File: config.mk
export PLATFORM = sky130hd
export DESIGN_NAME = bulk_port_control
export DESIGN_NICKNAME = d
export VERILOG_FILES = /design/src/hdl/bulk_port_pkg.sv /design/src/hdl/bulk_port_control.sv /design/src/hdl/pin_polarity.sv
export SDC_FILE = /design/constraint.sdc
export NUM_CORES = 1
export LEC_CHECK = 0
export ABC_AREA = 1
export BUFFER_PORTS_ARGS = -buffer_cell sky130_fd_sc_hd__buf_2
export CAP_MARGIN = 25
export CELL_PAD_IN_SITES_DETAIL_PLACEMENT = 0
export CELL_PAD_IN_SITES_GLOBAL_PLACEMENT = 1
export CORE_MARGIN = 2
export CORE_UTILIZATION = 31
export CTS_CLUSTER_DIAMETER = 80
export DETAILED_ROUTE_END_ITERATION = 10
export PLACE_DENSITY_LB_ADDON = 0.1
export SYNTH_ARGS = -nofsm -noshare
export SYNTH_HDL_FRONTEND = slang
export SYNTH_HIERARCHICAL = 1
export SYNTH_SLANG_ARGS = --single-unit
File: constraint.sdc
create_clock -name I_CLK -period 2.8 [get_ports I_CLK]
set_clock_uncertainty 0.2 [all_clocks]
set_input_delay 0.28 -clock I_CLK [delete_from_list [all_inputs] [get_ports I_CLK]]
set_output_delay 0.28 -clock I_CLK [all_outputs]
set_load 0.02 [all_outputs]
File: src/hdl/bulk_port_pkg.sv
// What this block does
// Receive status buffer size, bits 3-5, default 101b
// Transmit status buffer size, bits 6-8, default 101b
// Software keeps RAM partition sum at 126 quadlets
// Bit 9 sets acknowledge pin polarity
// Bit 11 sets async transmit acknowledge polarity
// Bit 12 sets input busy pin polarity
// Bit 13 sets output available pin polarity
// Bit 14 sets output strobe pin polarity
// Bit 15 sets input strobe pin polarity
// Bit 16 selects little endian byte order
// Bit 17 zero pads, else realigns data
// Software writes zeros to input delay field
// Output protocol bits 22-23, default 01b
// Bit 24 selects burst transfers
// Input protocol bits 25-27, default 010b
// Bit 28 allows receive padding, zeros kept
// Bit 29 resets output logic, self clears
// Bit 30 resets input logic, self clears
// Software issues both port resets after changes
// Bit 31 floats upper data byte only
// Powers up 16800121h; bus reset keeps fields
// Software sets output reset after fifo clear
// Bit 0 is the register's most significant bit
// Polarity applied at pins; inside always active high; reset holds handshake output pins low whatever the polarity
package bulk_port_pkg;

   localparam logic [7:0] CTRL_OFFSET = 8'h94;
   localparam logic [31:0] CTRL_RESET = 32'h16800121;

   // Bit 0 is the most significant bit, so bit n sits at index 31-n
   localparam int POS_RX_BUF = 26; // bits 3-5 -> [28:26]
   localparam int POS_TX_BUF = 23; // bits 6-8 -> [25:23]
   localparam int POS_ACK_POL = 22; // bit 9
   localparam int POS_ASYNC_TX_ACK_PIN_POL = 20; // bit 11
   localparam int POS_BUSY_POL = 19; // bit 12
   localparam int POS_AVAIL_POL = 18; // bit 13
   localparam int POS_OSTB_POL = 17; // bit 14
   localparam int POS_ISTB_POL = 16; // bit 15
   localparam int POS_LE = 15; // bit 16
   localparam int POS_ZFILL = 14; // bit 17
   localparam int POS_DELAY = 10; // bits 18-21 -> [13:10]
   localparam int POS_OPROT = 8; // bits 22-23 -> [9:8]
   localparam int POS_BURST = 7; // bit 24
   localparam int POS_IPROT = 4; // bits 25-27 -> [6:4]
   localparam int POS_RXPAD = 3; // bit 28
   localparam int POS_ORST = 2; // bit 29
   localparam int POS_IRST = 1; // bit 30
   localparam int POS_HIZ = 0; // bit 31

   // Writable bits; reserved bits 0-2 and 10 read as zero
   localparam logic [31:0] CTRL_WMASK = 32'h1fdfffff;

   // Decoded configuration handed to the port logic
   typedef struct packed {
      logic [3:0] rx_status_buf_size; // quadlets
      logic [3:0] tx_status_buf_size; // quadlets
      logic little_endian_sel;
      logic zero_fill_enable;
      logic [3:0] in_delay_field;
      logic [1:0] out_port_protocol;
      logic burst_enable;
      logic [2:0] in_port_protocol;
      logic rx_pad_allow;
      logic out_byte_hiz;
   } port_cfg_type;

   // Active-high handshake signals on the logic side
   typedef struct packed {
      logic bulk_ack;
      logic async_tx_ack;
      logic in_busy;
      logic out_avail;
   } hs_out_type;

   typedef struct packed {
      logic out_strobe;
      logic in_strobe;
   } hs_in_type;

endpackage : bulk_port_pkg

File: src/hdl/bulk_port_control.sv
`timescale 1ns/1ps
`default_nettype none
module bulk_port_control (
   input wire logic I_CLK, // 200 MHz clock
   input wire logic I_RESET, // Async power-up reset, active high
   input wire logic I_BUS_RESET, // 1394 bus reset pulse
   input wire logic [7:0] I_ADDR, // Register byte address
   input wire logic [31:0] I_WDATA, // Write data
   input wire logic I_WR, // Write strobe
   input wire logic I_RD, // Read strobe
   output logic [31:0] O_RDATA, // Read data, cycle after strobe
   input wire bulk_port_pkg::hs_out_type I_HS, // Internal handshake levels
   output bulk_port_pkg::hs_out_type O_HS_PIN, // Handshake pins after polarity
   input wire bulk_port_pkg::hs_in_type I_HS_PIN, // Strobe pins, raw
   output bulk_port_pkg::hs_in_type O_HS, // Strobes, active high
   input wire logic [15:0] I_DATA_OUT, // Outgoing data word
   input wire logic I_REQ, // Internal request level
   output logic O_REQ_PIN, // Request pin, never floated
   output logic [15:0] O_DATA_PIN, // Data pin value
   output logic [15:0] O_DATA_OE, // Data pin drive enables
   output bulk_port_pkg::port_cfg_type O_CFG, // Decoded configuration
   output logic O_OUT_LOGIC_RESET, // Output port logic reset pulse
   output logic O_IN_LOGIC_RESET // Input port logic reset pulse
);
   import bulk_port_pkg::*;

   logic [31:0] ctrl_q;
   logic [31:0] ctrl_d;
   logic hit;
   logic [1:0] strobe_s1_q;
   logic [1:0] strobe_s2_q;
   logic [1:0] strobe_pol;
   logic [3:0] out_pol;
   logic [3:0] out_lvl;
   logic [3:0] out_pins;

   assign hit = (I_ADDR == CTRL_OFFSET);

   // ----------------------------------------
   // Control register
   // ----------------------------------------
   // Reset bits self-clear one cycle after a write sets them
   always_comb begin
      ctrl_d = ctrl_q;
      ctrl_d[POS_ORST] = 1'b0;
      ctrl_d[POS_IRST] = 1'b0;
      if (I_WR && hit) begin
         ctrl_d = I_WDATA & CTRL_WMASK;
      end
      // Bus reset only touches the two self-clearing bits
      if (I_BUS_RESET) begin
         ctrl_d[POS_ORST] = 1'b0;
         ctrl_d[POS_IRST] = 1'b0;
      end
   end

   always_ff @(posedge I_CLK or posedge I_RESET) begin
      if (I_RESET) begin
         ctrl_q <= CTRL_RESET;
      end else begin
         ctrl_q <= ctrl_d;
      end
   end

   // ----------------------------------------
   // Read port
   // ----------------------------------------
   // Unmapped addresses read zero
   always_ff @(posedge I_CLK or posedge I_RESET) begin
      if (I_RESET) begin
         O_RDATA <= '0;
      end else if (I_RD && hit) begin
         O_RDATA <= ctrl_q;
      end else begin
         O_RDATA <= '0;
      end
   end

   // ----------------------------------------
   // Port resets
   // ----------------------------------------
   // Pulse lasts the one cycle the bit reads as set
   always_ff @(posedge I_CLK or posedge I_RESET) begin
      if (I_RESET) begin
         O_OUT_LOGIC_RESET <= 1'b0;
         O_IN_LOGIC_RESET <= 1'b0;
      end else begin
         O_OUT_LOGIC_RESET <= ctrl_d[POS_ORST];
         O_IN_LOGIC_RESET <= ctrl_d[POS_IRST];
      end
   end

   // ----------------------------------------
   // Decoded configuration
   // ----------------------------------------
   // Sizes are twice the code, in quadlets
   always_ff @(posedge I_CLK or posedge I_RESET) begin
      if (I_RESET) begin
         O_CFG <= '0;
      end else begin
         O_CFG.rx_status_buf_size <= {ctrl_d[POS_RX_BUF +: 3], 1'b0};
         O_CFG.tx_status_buf_size <= {ctrl_d[POS_TX_BUF +: 3], 1'b0};
         O_CFG.little_endian_sel <= ctrl_d[POS_LE];
         O_CFG.zero_fill_enable <= ctrl_d[POS_ZFILL];
         O_CFG.in_delay_field <= ctrl_d[POS_DELAY +: 4];
         O_CFG.out_port_protocol <= ctrl_d[POS_OPROT +: 2];
         O_CFG.burst_enable <= ctrl_d[POS_BURST];
         O_CFG.in_port_protocol <= ctrl_d[POS_IPROT +: 3];
         O_CFG.rx_pad_allow <= ctrl_d[POS_RXPAD];
         O_CFG.out_byte_hiz <= ctrl_d[POS_HIZ];
      end
   end

   // ----------------------------------------
   // Handshake pin polarity
   // ----------------------------------------
   assign out_pol = {ctrl_q[POS_ACK_POL], ctrl_q[POS_ASYNC_TX_ACK_PIN_POL],
                     ctrl_q[POS_BUSY_POL], ctrl_q[POS_AVAIL_POL]};
   assign out_lvl = {I_HS.bulk_ack, I_HS.async_tx_ack, I_HS.in_busy, I_HS.out_avail};

   pin_polarity #(.WIDTH(4)) u_out_pol (
      .i_clk(I_CLK),
      .i_reset(I_RESET),
      .i_level(out_lvl),
      .i_high(out_pol),
      .o_pin(out_pins)
   );

   assign O_HS_PIN.bulk_ack = out_pins[3];
   assign O_HS_PIN.async_tx_ack = out_pins[2];
   assign O_HS_PIN.in_busy = out_pins[1];
   assign O_HS_PIN.out_avail = out_pins[0];

   // Strobe pins come from outside, so synchronise first
   always_ff @(posedge I_CLK or posedge I_RESET) begin
      if (I_RESET) begin
         strobe_s1_q <= '0;
         strobe_s2_q <= '0;
      end else begin
         strobe_s1_q <= {I_HS_PIN.out_strobe, I_HS_PIN.in_strobe};
         strobe_s2_q <= strobe_s1_q;
      end
   end

   assign strobe_pol = {ctrl_q[POS_OSTB_POL], ctrl_q[POS_ISTB_POL]};

   // Inverted when low-active so logic sees active high
   always_ff @(posedge I_CLK or posedge I_RESET) begin
      if (I_RESET) begin
         O_HS <= '0;
      end else begin
         O_HS.out_strobe <= strobe_pol[1] ? strobe_s2_q[1] : ~strobe_s2_q[1];
         O_HS.in_strobe <= strobe_pol[0] ? strobe_s2_q[0] : ~strobe_s2_q[0];
      end
   end

   // ----------------------------------------
   // Data bus and request
   // ----------------------------------------
   // Upper byte enable dropped when floated; request keeps driving
   always_ff @(posedge I_CLK or posedge I_RESET) begin
      if (I_RESET) begin
         O_DATA_PIN <= '0;
         O_DATA_OE <= '0;
         O_REQ_PIN <= 1'b0;
      end else begin
         O_DATA_PIN <= I_DATA_OUT;
         O_DATA_OE <= {{8{~ctrl_q[POS_HIZ]}}, 8'hff};
         O_REQ_PIN <= I_REQ;
      end
   end

endmodule : bulk_port_control
`default_nettype wire

File: src/hdl/pin_polarity.sv
`timescale 1ns/1ps
`default_nettype none
module pin_polarity #(
   parameter int WIDTH = 1
) (
   input wire logic i_clk, // Clock
   input wire logic i_reset, // Async reset
   input wire logic [WIDTH-1:0] i_level, // Active-high level
   input wire logic [WIDTH-1:0] i_high, // 1 means pin active high
   output logic [WIDTH-1:0] o_pin // Registered pin level
);
   // ----------------------------------------
   // Per-bit polarity flop
   // ----------------------------------------
   genvar g;
   generate
      for (g = 0; g < WIDTH; g++) begin : g_bit
         // Reset drives the pin low, whatever polarity is chosen
         always_ff @(posedge i_clk or posedge i_reset) begin
            if (i_reset) begin
               o_pin[g] <= 1'b0;
            end else begin
               o_pin[g] <= i_high[g] ? i_level[g] : ~i_level[g];
            end
         end
      end
   endgenerate
endmodule : pin_polarity
`default_nettype wire

Word-level counts from Yosys, hierarchy flattened
Cells that the tools add are included.
{"block": "classes", "reduce_logical": 2, "muxes": 9, "eq_ne": 1, "n_bitwise": 7}
{"cell": "$mux W29", "count": 2}
{"cell": "$eq A8 B8 Y1 const B", "count": 1}
{"cell": "$not A1 Y1", "count": 7}
{"cell": "$mux W1", "count": 6}
{"cell": "$logic_and A1 B1 Y1", "count": 2}
{"cell": "$mux W2", "count": 1}
{"block": "totals", "reg_bits": 118, "inputBits": 68, "out_inout_bits": 95, "elab_cells": 45}

Longest topological paths before layout
Gate-level depths: netlist (run 1).
{"block": "depth", "word_depth": 4, "ltp_mapped": 7, "depth_no_buf": 6}

Modules after synthesis
Netlist (run 1), hierarchy kept.
{"mod": "bulk_port_control", "seq_area_each_um2": 2210.9, "area_each_um2": 3274.4, "cells_each": 292, "instances": 1}
{"mod": "pin_polarity", "seq_area_each_um2": 100.1, "area_each_um2": 178.9, "cells_each": 25, "instances": 1}

Least setup slack after synthesis (run 1)
OpenSTA, ideal clock, no wires.
{"block": "synth_path", "path_type": "input -> register", "start": "input I_ADDR[5]", "end": "register O_CFG[0] (netlist bit)", "arrival_ns": 0.977, "setup_ns": 0.123, "stages": 7, "setup_slack_ns": 1.499, "path_buffers": 1, "required_time_ns": 2.477, "path_cell_list": "inv_1 -> nand2_1 -> nor2_1 -> nand3_1 -> buf_2 -> nand2_1 -> nand2_1"}
{"block": "synth_via", "elab_chain_cells": 3}
{"item": "start: declaration", "line": "bulk_port_control.sv:7", "source": "input wire logic [7:0] I_ADDR,"}
{"item": "$eq A8 B8 Y1", "line": "bulk_port_control.sv:37", "source": "assign hit = (I_ADDR == CTRL_OFFSET);"}
{"item": "$logic_and A1 B1 Y1", "line": "bulk_port_control.sv:47", "source": "if (I_WR && hit) begin"}
{"item": "$mux W29", "line": "bulk_port_control.sv:47"}
{"item": "named net ctrl_d[0]", "line": "bulk_port_control.sv:28", "source": "logic [31:0] ctrl_d;"}
{"item": "end: declaration", "line": "bulk_port_control.sv:21", "source": "output bulk_port_pkg::port_cfg_type O_CFG,"}
The timed path passes the listed nets, and every way through them passes these cells.
A chain may end at the register's enable or synchronous reset.

Final worst setup path (run 1)
{"block": "layout_path", "start": "input I_ADDR[5]", "end": "register ctrl_q[1]"}
{"block": "layout_via", "elab_chain_cells": 4}
{"item": "$eq A8 B8 Y1", "line": "bulk_port_control.sv:37"}
{"item": "$logic_and A1 B1 Y1", "line": "bulk_port_control.sv:47"}
{"item": "$mux W29", "line": "bulk_port_control.sv:47"}
{"item": "$mux W2", "line": "bulk_port_control.sv:51", "source": "if (I_BUS_RESET) begin"}
{"item": "named net ctrl_d[1]", "line": "bulk_port_control.sv:28"}
{"item": "end signal: assignment", "line": "bulk_port_control.sv:61", "source": "ctrl_q <= ctrl_d;"}
{"item": "end: declaration", "line": "bulk_port_control.sv:27", "source": "logic [31:0] ctrl_q;"}
The timed path passes the listed nets, and every way through them passes these cells.

==> results.md, run 1 <==
- TritonCTS buffer count: 9
- Number of fill cells: 1084
- H-tree depth: 3
- Vias per inst: 4.05
- Sw power: 0.650 mW
- Crit path largest cell delay: 0.54 ns
- Residual DRC: 0
- Endpoints failing setup: 0
- Worst-Skew Late Latency: 0.36 ns
- Critical setup path kind: primary input to flip-flop
- Initial Util: 0.319
- Fin util: 0.449
- Most frequent cells after synthesis: dfrtp_1, nand2_1, inv_1
- Fmax: 613 MHz
- Crit. End Element: flip-flop
- Die height: 110 um
- Layout Nets: 566
- Max-cap viol count: 0
- Combinational Power Share: 0.115
- Hold crit path type: flip-flop to flip-flop
- Top-count cell post-synth: dfrtp_1
- Outcome: completed
- WL/cell: 12.6 um
- CTS Buffer Depth: 2
- Warning count from the yosys run: 6
- Core box area: 0.0108 mm^2
- Worst r2r src: ctrl_q[0]$_DFF_PP1_
- Async S/R FF share, synth: 1.00
- Sequential share of power: 0.549
- Root Driver: clkbuf_8
- Crit start category: primary input
- Power per cell area: 523 mW/mm^2
- Max-slew violation count: 0
- Area of the die: 0.0120 mm^2
- Syn Area/Cell: 10.9 um^2
- Sw frac: 0.256
- HP Start: strobe_s1_q[0]$_DFF_PP0_
- Routed Antenna Nets: 0
- Final period utilization: 0.583
- Cell Int Power: 1.89 mW
- Largest area contributor in the netlist: dfrtp_1
- Register bit total from synthesis: 92
- PortBufs: 152
- Setup total negative slack: 0 ns
- Grt total ovfl: 0
- DR pass1 iterations: 5
- Largest net degree at the start of global routing: 53
- Worst slew margin: 0.569
- GRT Resource Usage Total: 0.138
- CTS tree: yes
- Number of diodes: 0
- Register area share after synthesis: 0.669
- Post-Syn Area: 0.00345 mm^2
- Tightest Pin Transition: 0.647 ns
- RSZ-0062 raised after global routing: no
- Overall power: 2.54 mW
- Worst setup startpoint: I_ADDR[5]
- DPL Wire Length: 5090 um
- Clock period minus worst slack: 1.63 ns
- Routability congestion estimate from global placement: 0.680
- Drt total wl: 8080 um
- Reg clk slew, reported paths: 0.09 ns
- Iteration-0 DRC Markers: 104
- Io pins: 163
- Final hold violation count: 0
- Worst R2R Setup Slack: 1.84 ns
- Top-area cell type share of the netlist area: 0.616
- Vias: 2604
- Req. time, crit path: 2.90 ns
- CP Cell Sequence: buf_2 > inv_1 > nand2_1 > nor2_2 > buf_4 > nand4_1 > nor2_1 > dlygate4sd3_1
- Layout cells sized above 1: 0.406
- Vias in the first global route: 2500
- FP Rows: 38
- Sink Count: 92
- Final hold slack: 0.156 ns
- Lkg Pwr: 2.60 nW
- Distinct cells, synth: 15
- WP data arrival: 1.73 ns
- Synth top area cells: dfrtp_1, buf_4, nand2_1
- Syn Inst Count: 317
- Antenna violations before repair: 0
- Synth-to-Final Area Change: 40.9%
- Die Wd: 110 um
- Clock power share: 0.336
- Worst VDD drop: 0.000185 V
- Maximum fanout along the worst path: 29
- Number of synthesized flops with an enable pin: 0
- Prevailing post-synth register cell: dfrtp_1
- Slowest cell on crit path: dlygate4sd3_1
- First-pass GRT wire length: 12400 um
- PostCTS Resize Cnt: 0
-- cells in the final DEF (no fill, tap or decap), drive strengths merged --
| cell | count |
|---|---|
| dfstp | 7 |
| nor2 | 32 |
| clkinvlp | 1 |
| conb | 7 |
| dlygate4sd3 | 54 |
| inv | 46 |
| clkinv | 3 |
| nand3 | 2 |
| dfrtp | 85 |
| nand4 | 27 |
| clkbuf | 12 |
| buf | 157 |
| nand2 | 68 |
| xnor2 | 2 |
-- power by group through the flow --
stage / combinational [mW] / sequential (mW) / clock (mW)
floorplan: 0.131 / 1.45 / 0
global placement: 0.239 / 1.42 / 0
detailed placement: 0.241 / 1.42 / 0
CTS: 0.298 / 1.40 / 0.886
global route: 0.326 / 1.40 / 0.942
finish: 0.293 / 1.40 / 0.855
-- per-layer routing --
metal / up-vias / wire length, um / GRT usage
met5: - / 0 / 0
met4: 0 / 132 / 0.0597
met3: 11 / 671 / 0.0391
met2: 117 / 3630 / 0.215
met1: 1199 / 3640 / 0.181
li1: 1277 / - / -
-- kinds of logic (layout without fill, tap and decap cells) --
| group | Yosys count | in the layout | share of synthesized area |
|---|---|---|---|
| xor+xnor | 2 | 2 | 0.00507 |
| buf+inv | 92 | 273 | 0.145 |
| flops | 92 | 92 | 0.669 |
| other cells | 2 | 7 | 0.00217 |
| simple gates | 129 | 129 | 0.179 |
-- state kept, by name, summed over array words and instances, names as in the netlist, 4 cells and up --
name	flops
O_RDATA	28
ctrl_q	22
O_DATA_PIN	16
O_CFG	13
u_out_pol/o_pin	4
-- area by class of cell --
| cell class | count | area, um^2 | area share |
|---|---|---|---|
| multi-input combinational | 138 | 666 | 0.137 |
| clock buffer | 12 | 165 | 0.0339 |
| timing repair buffer | 211 | 1350 | 0.278 |
| sequential | 92 | 2310 | 0.475 |
| inverter | 46 | 175 | 0.0360 |
| clock inverter | 4 | 22.5 | 0.00463 |
| tap | 140 | 175 | 0.0360 |
-- critical path: cells and delay by family --
family                 cells  cell delay (ns)
buffers and inverters      4             1.02
and+or+nand+nor            4             0.42
-- stage by stage --
step           instance area (um^2)  setup WS (ns)  instances
2_1_floorplan                  3470         0.0530        322
3_3_place_gp                   4140          0.850        573
3_5_place_dp                   4140          0.841        573
4_1_cts                        4870           1.18        643
5_1_grt                        4870           1.11        643
6_report                       4870           1.17        643
-- worst paths after layout --
| kind | to | cells after the start |
|---|---|---|
| setup / recovery | ctrl_q[1]$_DFF_PP0_ | 8 |
| hold / removal | strobe_s2_q[0]$_DFF_PP0_ | 0 |
| setup reg to reg | O_RDATA[0]$_DFF_PP0_ | 2 |
| hold reg to reg | strobe_s2_q[0]$_DFF_PP0_ | 0 |
| max in group asynchronous | ctrl_q[25]$_DFF_PP1_ | 4 |
| min in group asynchronous | u_out_pol/o_pin[2]$_DFF_PP0_ | 3 |
-- repair_timing --
item	4_1_cts	5_1_grt
hold buffers	54	0
buffers inserted	0	0
hold endpoints to repair	108	0
Note: power is estimated with default switching activity, not from simulation.
==> run 2: changes to the inputs <==
Settings changed: CORE_UTILIZATION 31 to 34.
Clock period 2.8 ns to 1.7 ns, I/O delays scaled along.
==> run 2 against run 1 <==
Global-route usage up 1.7 points. First-iteration DRC count fell by 30%. Core utilization rose by 6.4 points. Combinational power rose by 69%. Sequential share of layout area is 1.6 points lower. Sequential power rose by 64%. Via count up 2.8%. Total power increased by 74%. Count of clock-buffer cells in the layout fell by 3. Critical endpoint is now O_CFG[6]$_DFF_PP0_. Largest cell class unchanged. Largest power group unchanged.
==> results.md, run 2 (synthesis results as in run 1) <==
- Outcome: completed
- Combinational Power Share: 0.112
- TritonCTS buffer count: 9
- Sequential share of power: 0.521
- Sink Count: 92
- Worst-Skew Late Latency: 0.35 ns
- WP data arrival: 1.56 ns
- Commonest non-fill, non-tap cell in the layout: buf_2
- H-tree depth: 3
- Lkg Pwr: 2.66 nW
- Maximum fanout along the worst path: 2
- Biggest register: O_RDATA
- Number of diodes: 0
- CTS Buffer Depth: 2
- Area of the die: 0.0110 mm^2
- DPL Wire Length: 5520 um
- Routed Antenna Nets: 0
- Endpoints failing setup: 0
- Synth-to-Final Area Change: 45.8%
- Max-slew violation count: 0
- Clock period minus worst slack: 1.51 ns
- Final period utilization: 0.888
- CTS tree: yes
- Crit start category: primary input
- PortBufs: 152
- Setup total negative slack: 0 ns
- Power per cell area: 877 mW/mm^2
- Area post-placement: 0.00420 mm^2
- Residual DRC: 0
- Crit. End Element: flip-flop
- Fin util: 0.513
- Top Registers: O_RDATA (28), ctrl_q (22), O_DATA_PIN (16)
- Max FFs per register: 28
- Layout Nets: 581
- Clock power share: 0.367
- Grt total ovfl: 0
- Worst VDD drop: 0.000691 V
- Cell Int Power: 3.32 mW
- Vias in the first global route: 2722
- RSZ-0062 raised after global routing: no
- Initial Util: 0.352
- Routability congestion estimate from global placement: 0.748
- Drt total wl: 8010 um
- Number of fill cells: 965
- Critical setup path kind: primary input to flip-flop
- Largest net degree at the start of global routing: 38
- Iteration-0 DRC Markers: 73
- Die height: 105 um
- Sw frac: 0.248
- Max-cap viol count: 0
- Hold crit path type: primary input to flip-flop
- DR pass1 iterations: 4
- Final hold violation count: 0
- Req. time, crit path: 1.75 ns
- Layout cells sized above 1: 0.407
- Final design area excluding fillers: 0.00504 mm^2
- Vias per inst: 4.11
- Reg clk slew, reported paths: 0.10 ns
- FP Rows: 36
- First-pass GRT wire length: 13200 um
- Most frequent cells in the layout: buf_2, dfrtp_1, nand2_1, dlygate4sd3_1, inv_1
- Antenna violations before repair: 0
- Sw power: 1.10 mW
- PostCTS Resize Cnt: 0
- Root Driver: clkbuf_8
- GRT Resource Usage Total: 0.155
- Io pins: 163
- Fmax: 662 MHz
- Die Wd: 105 um
- Vias: 2677
- WL/cell: 12.3 um
- Core box area: 0.00982 mm^2
==> run 2: metal layers <==
layer	GRT usage	share of wire
met5	0	0
met4	0.0657	0.018
met3	0.0430	0.080
met2	0.262	0.50
met1	0.186	0.41
==> run 2: final timing paths <==
kind,from,to,slack (ns),depth (start not counted)
hold reg to reg,strobe_s1_q[0]$_DFF_PP0_,strobe_s2_q[0]$_DFF_PP0_,0.16,0
max in group asynchronous,I_RESET,ctrl_q[25]$_DFF_PP1_,0.58,4
min in group asynchronous,I_RESET,u_out_pol/o_pin[2]$_DFF_PP0_,0.05,3
setup reg to reg,ctrl_q[8]$_DFF_PP1_,O_CFG[6]$_DFF_PP0_,0.74,2
hold / removal,I_WR,ctrl_q[13]$_DFFE_PP0P_,0.02,3
setup / recovery,I_WDATA[8],O_CFG[6]$_DFF_PP0_,0.19,5
==> run 2: cell type report <==
| type | instances | area, um^2 | area share |
|---|---|---|---|
| inverters | 46 | 176 | 0.0350 |
| clock buffers | 9 | 124 | 0.0246 |
| well taps | 133 | 166 | 0.0330 |
| repair buffers | 226 | 1500 | 0.297 |
| clock inverters | 7 | 96.3 | 0.0191 |
| flip-flops and latches | 92 | 2310 | 0.459 |
| multi-input cells | 138 | 666 | 0.132 |
==> run 2: timing repair <==
item | in CTS | in global routing
hold buffers | 62 | 0
endpoints found under the hold margin | 145 | 0
endpoints found under the setup margin | 0 | 0
buffers inserted | 0 | 0
==> run 2: power groups by stage <==
stage               Clock, mW  Combinational (mW)  Sequential [mW]
floorplan                   0               0.216             2.39
global placement            0               0.405             2.34
detailed placement          0               0.408             2.35
CTS                      1.70               0.502             2.30
global route             1.78               0.544             2.31
finish                   1.62               0.494             2.30
==> run 2: worst max-delay path, cell delays in order <==
cell and delay (ns):
dlygate4sd3_1 0.54, buf_2 0.13, nand4_1 0.08, dlygate4sd3_1 0.56, nand2_1 0.08
==> run 2: through the flow <==
| step | instances | hold slack [ns] | setup WS (ns) | total power [mW] |
|---|---|---|---|---|
| global placement | 573 | -0.111 | 0.321 | 2.75 |
| global route | 651 | 0.00982 | 0.0906 | 4.64 |
| detailed placement | 573 | -0.110 | 0.316 | 2.75 |
| finish | 651 | 0.0213 | 0.190 | 4.42 |
| CTS | 651 | 0.000155 | 0.220 | 4.51 |
| floorplan | 322 | -0.264 | 0.314 | 2.61 |
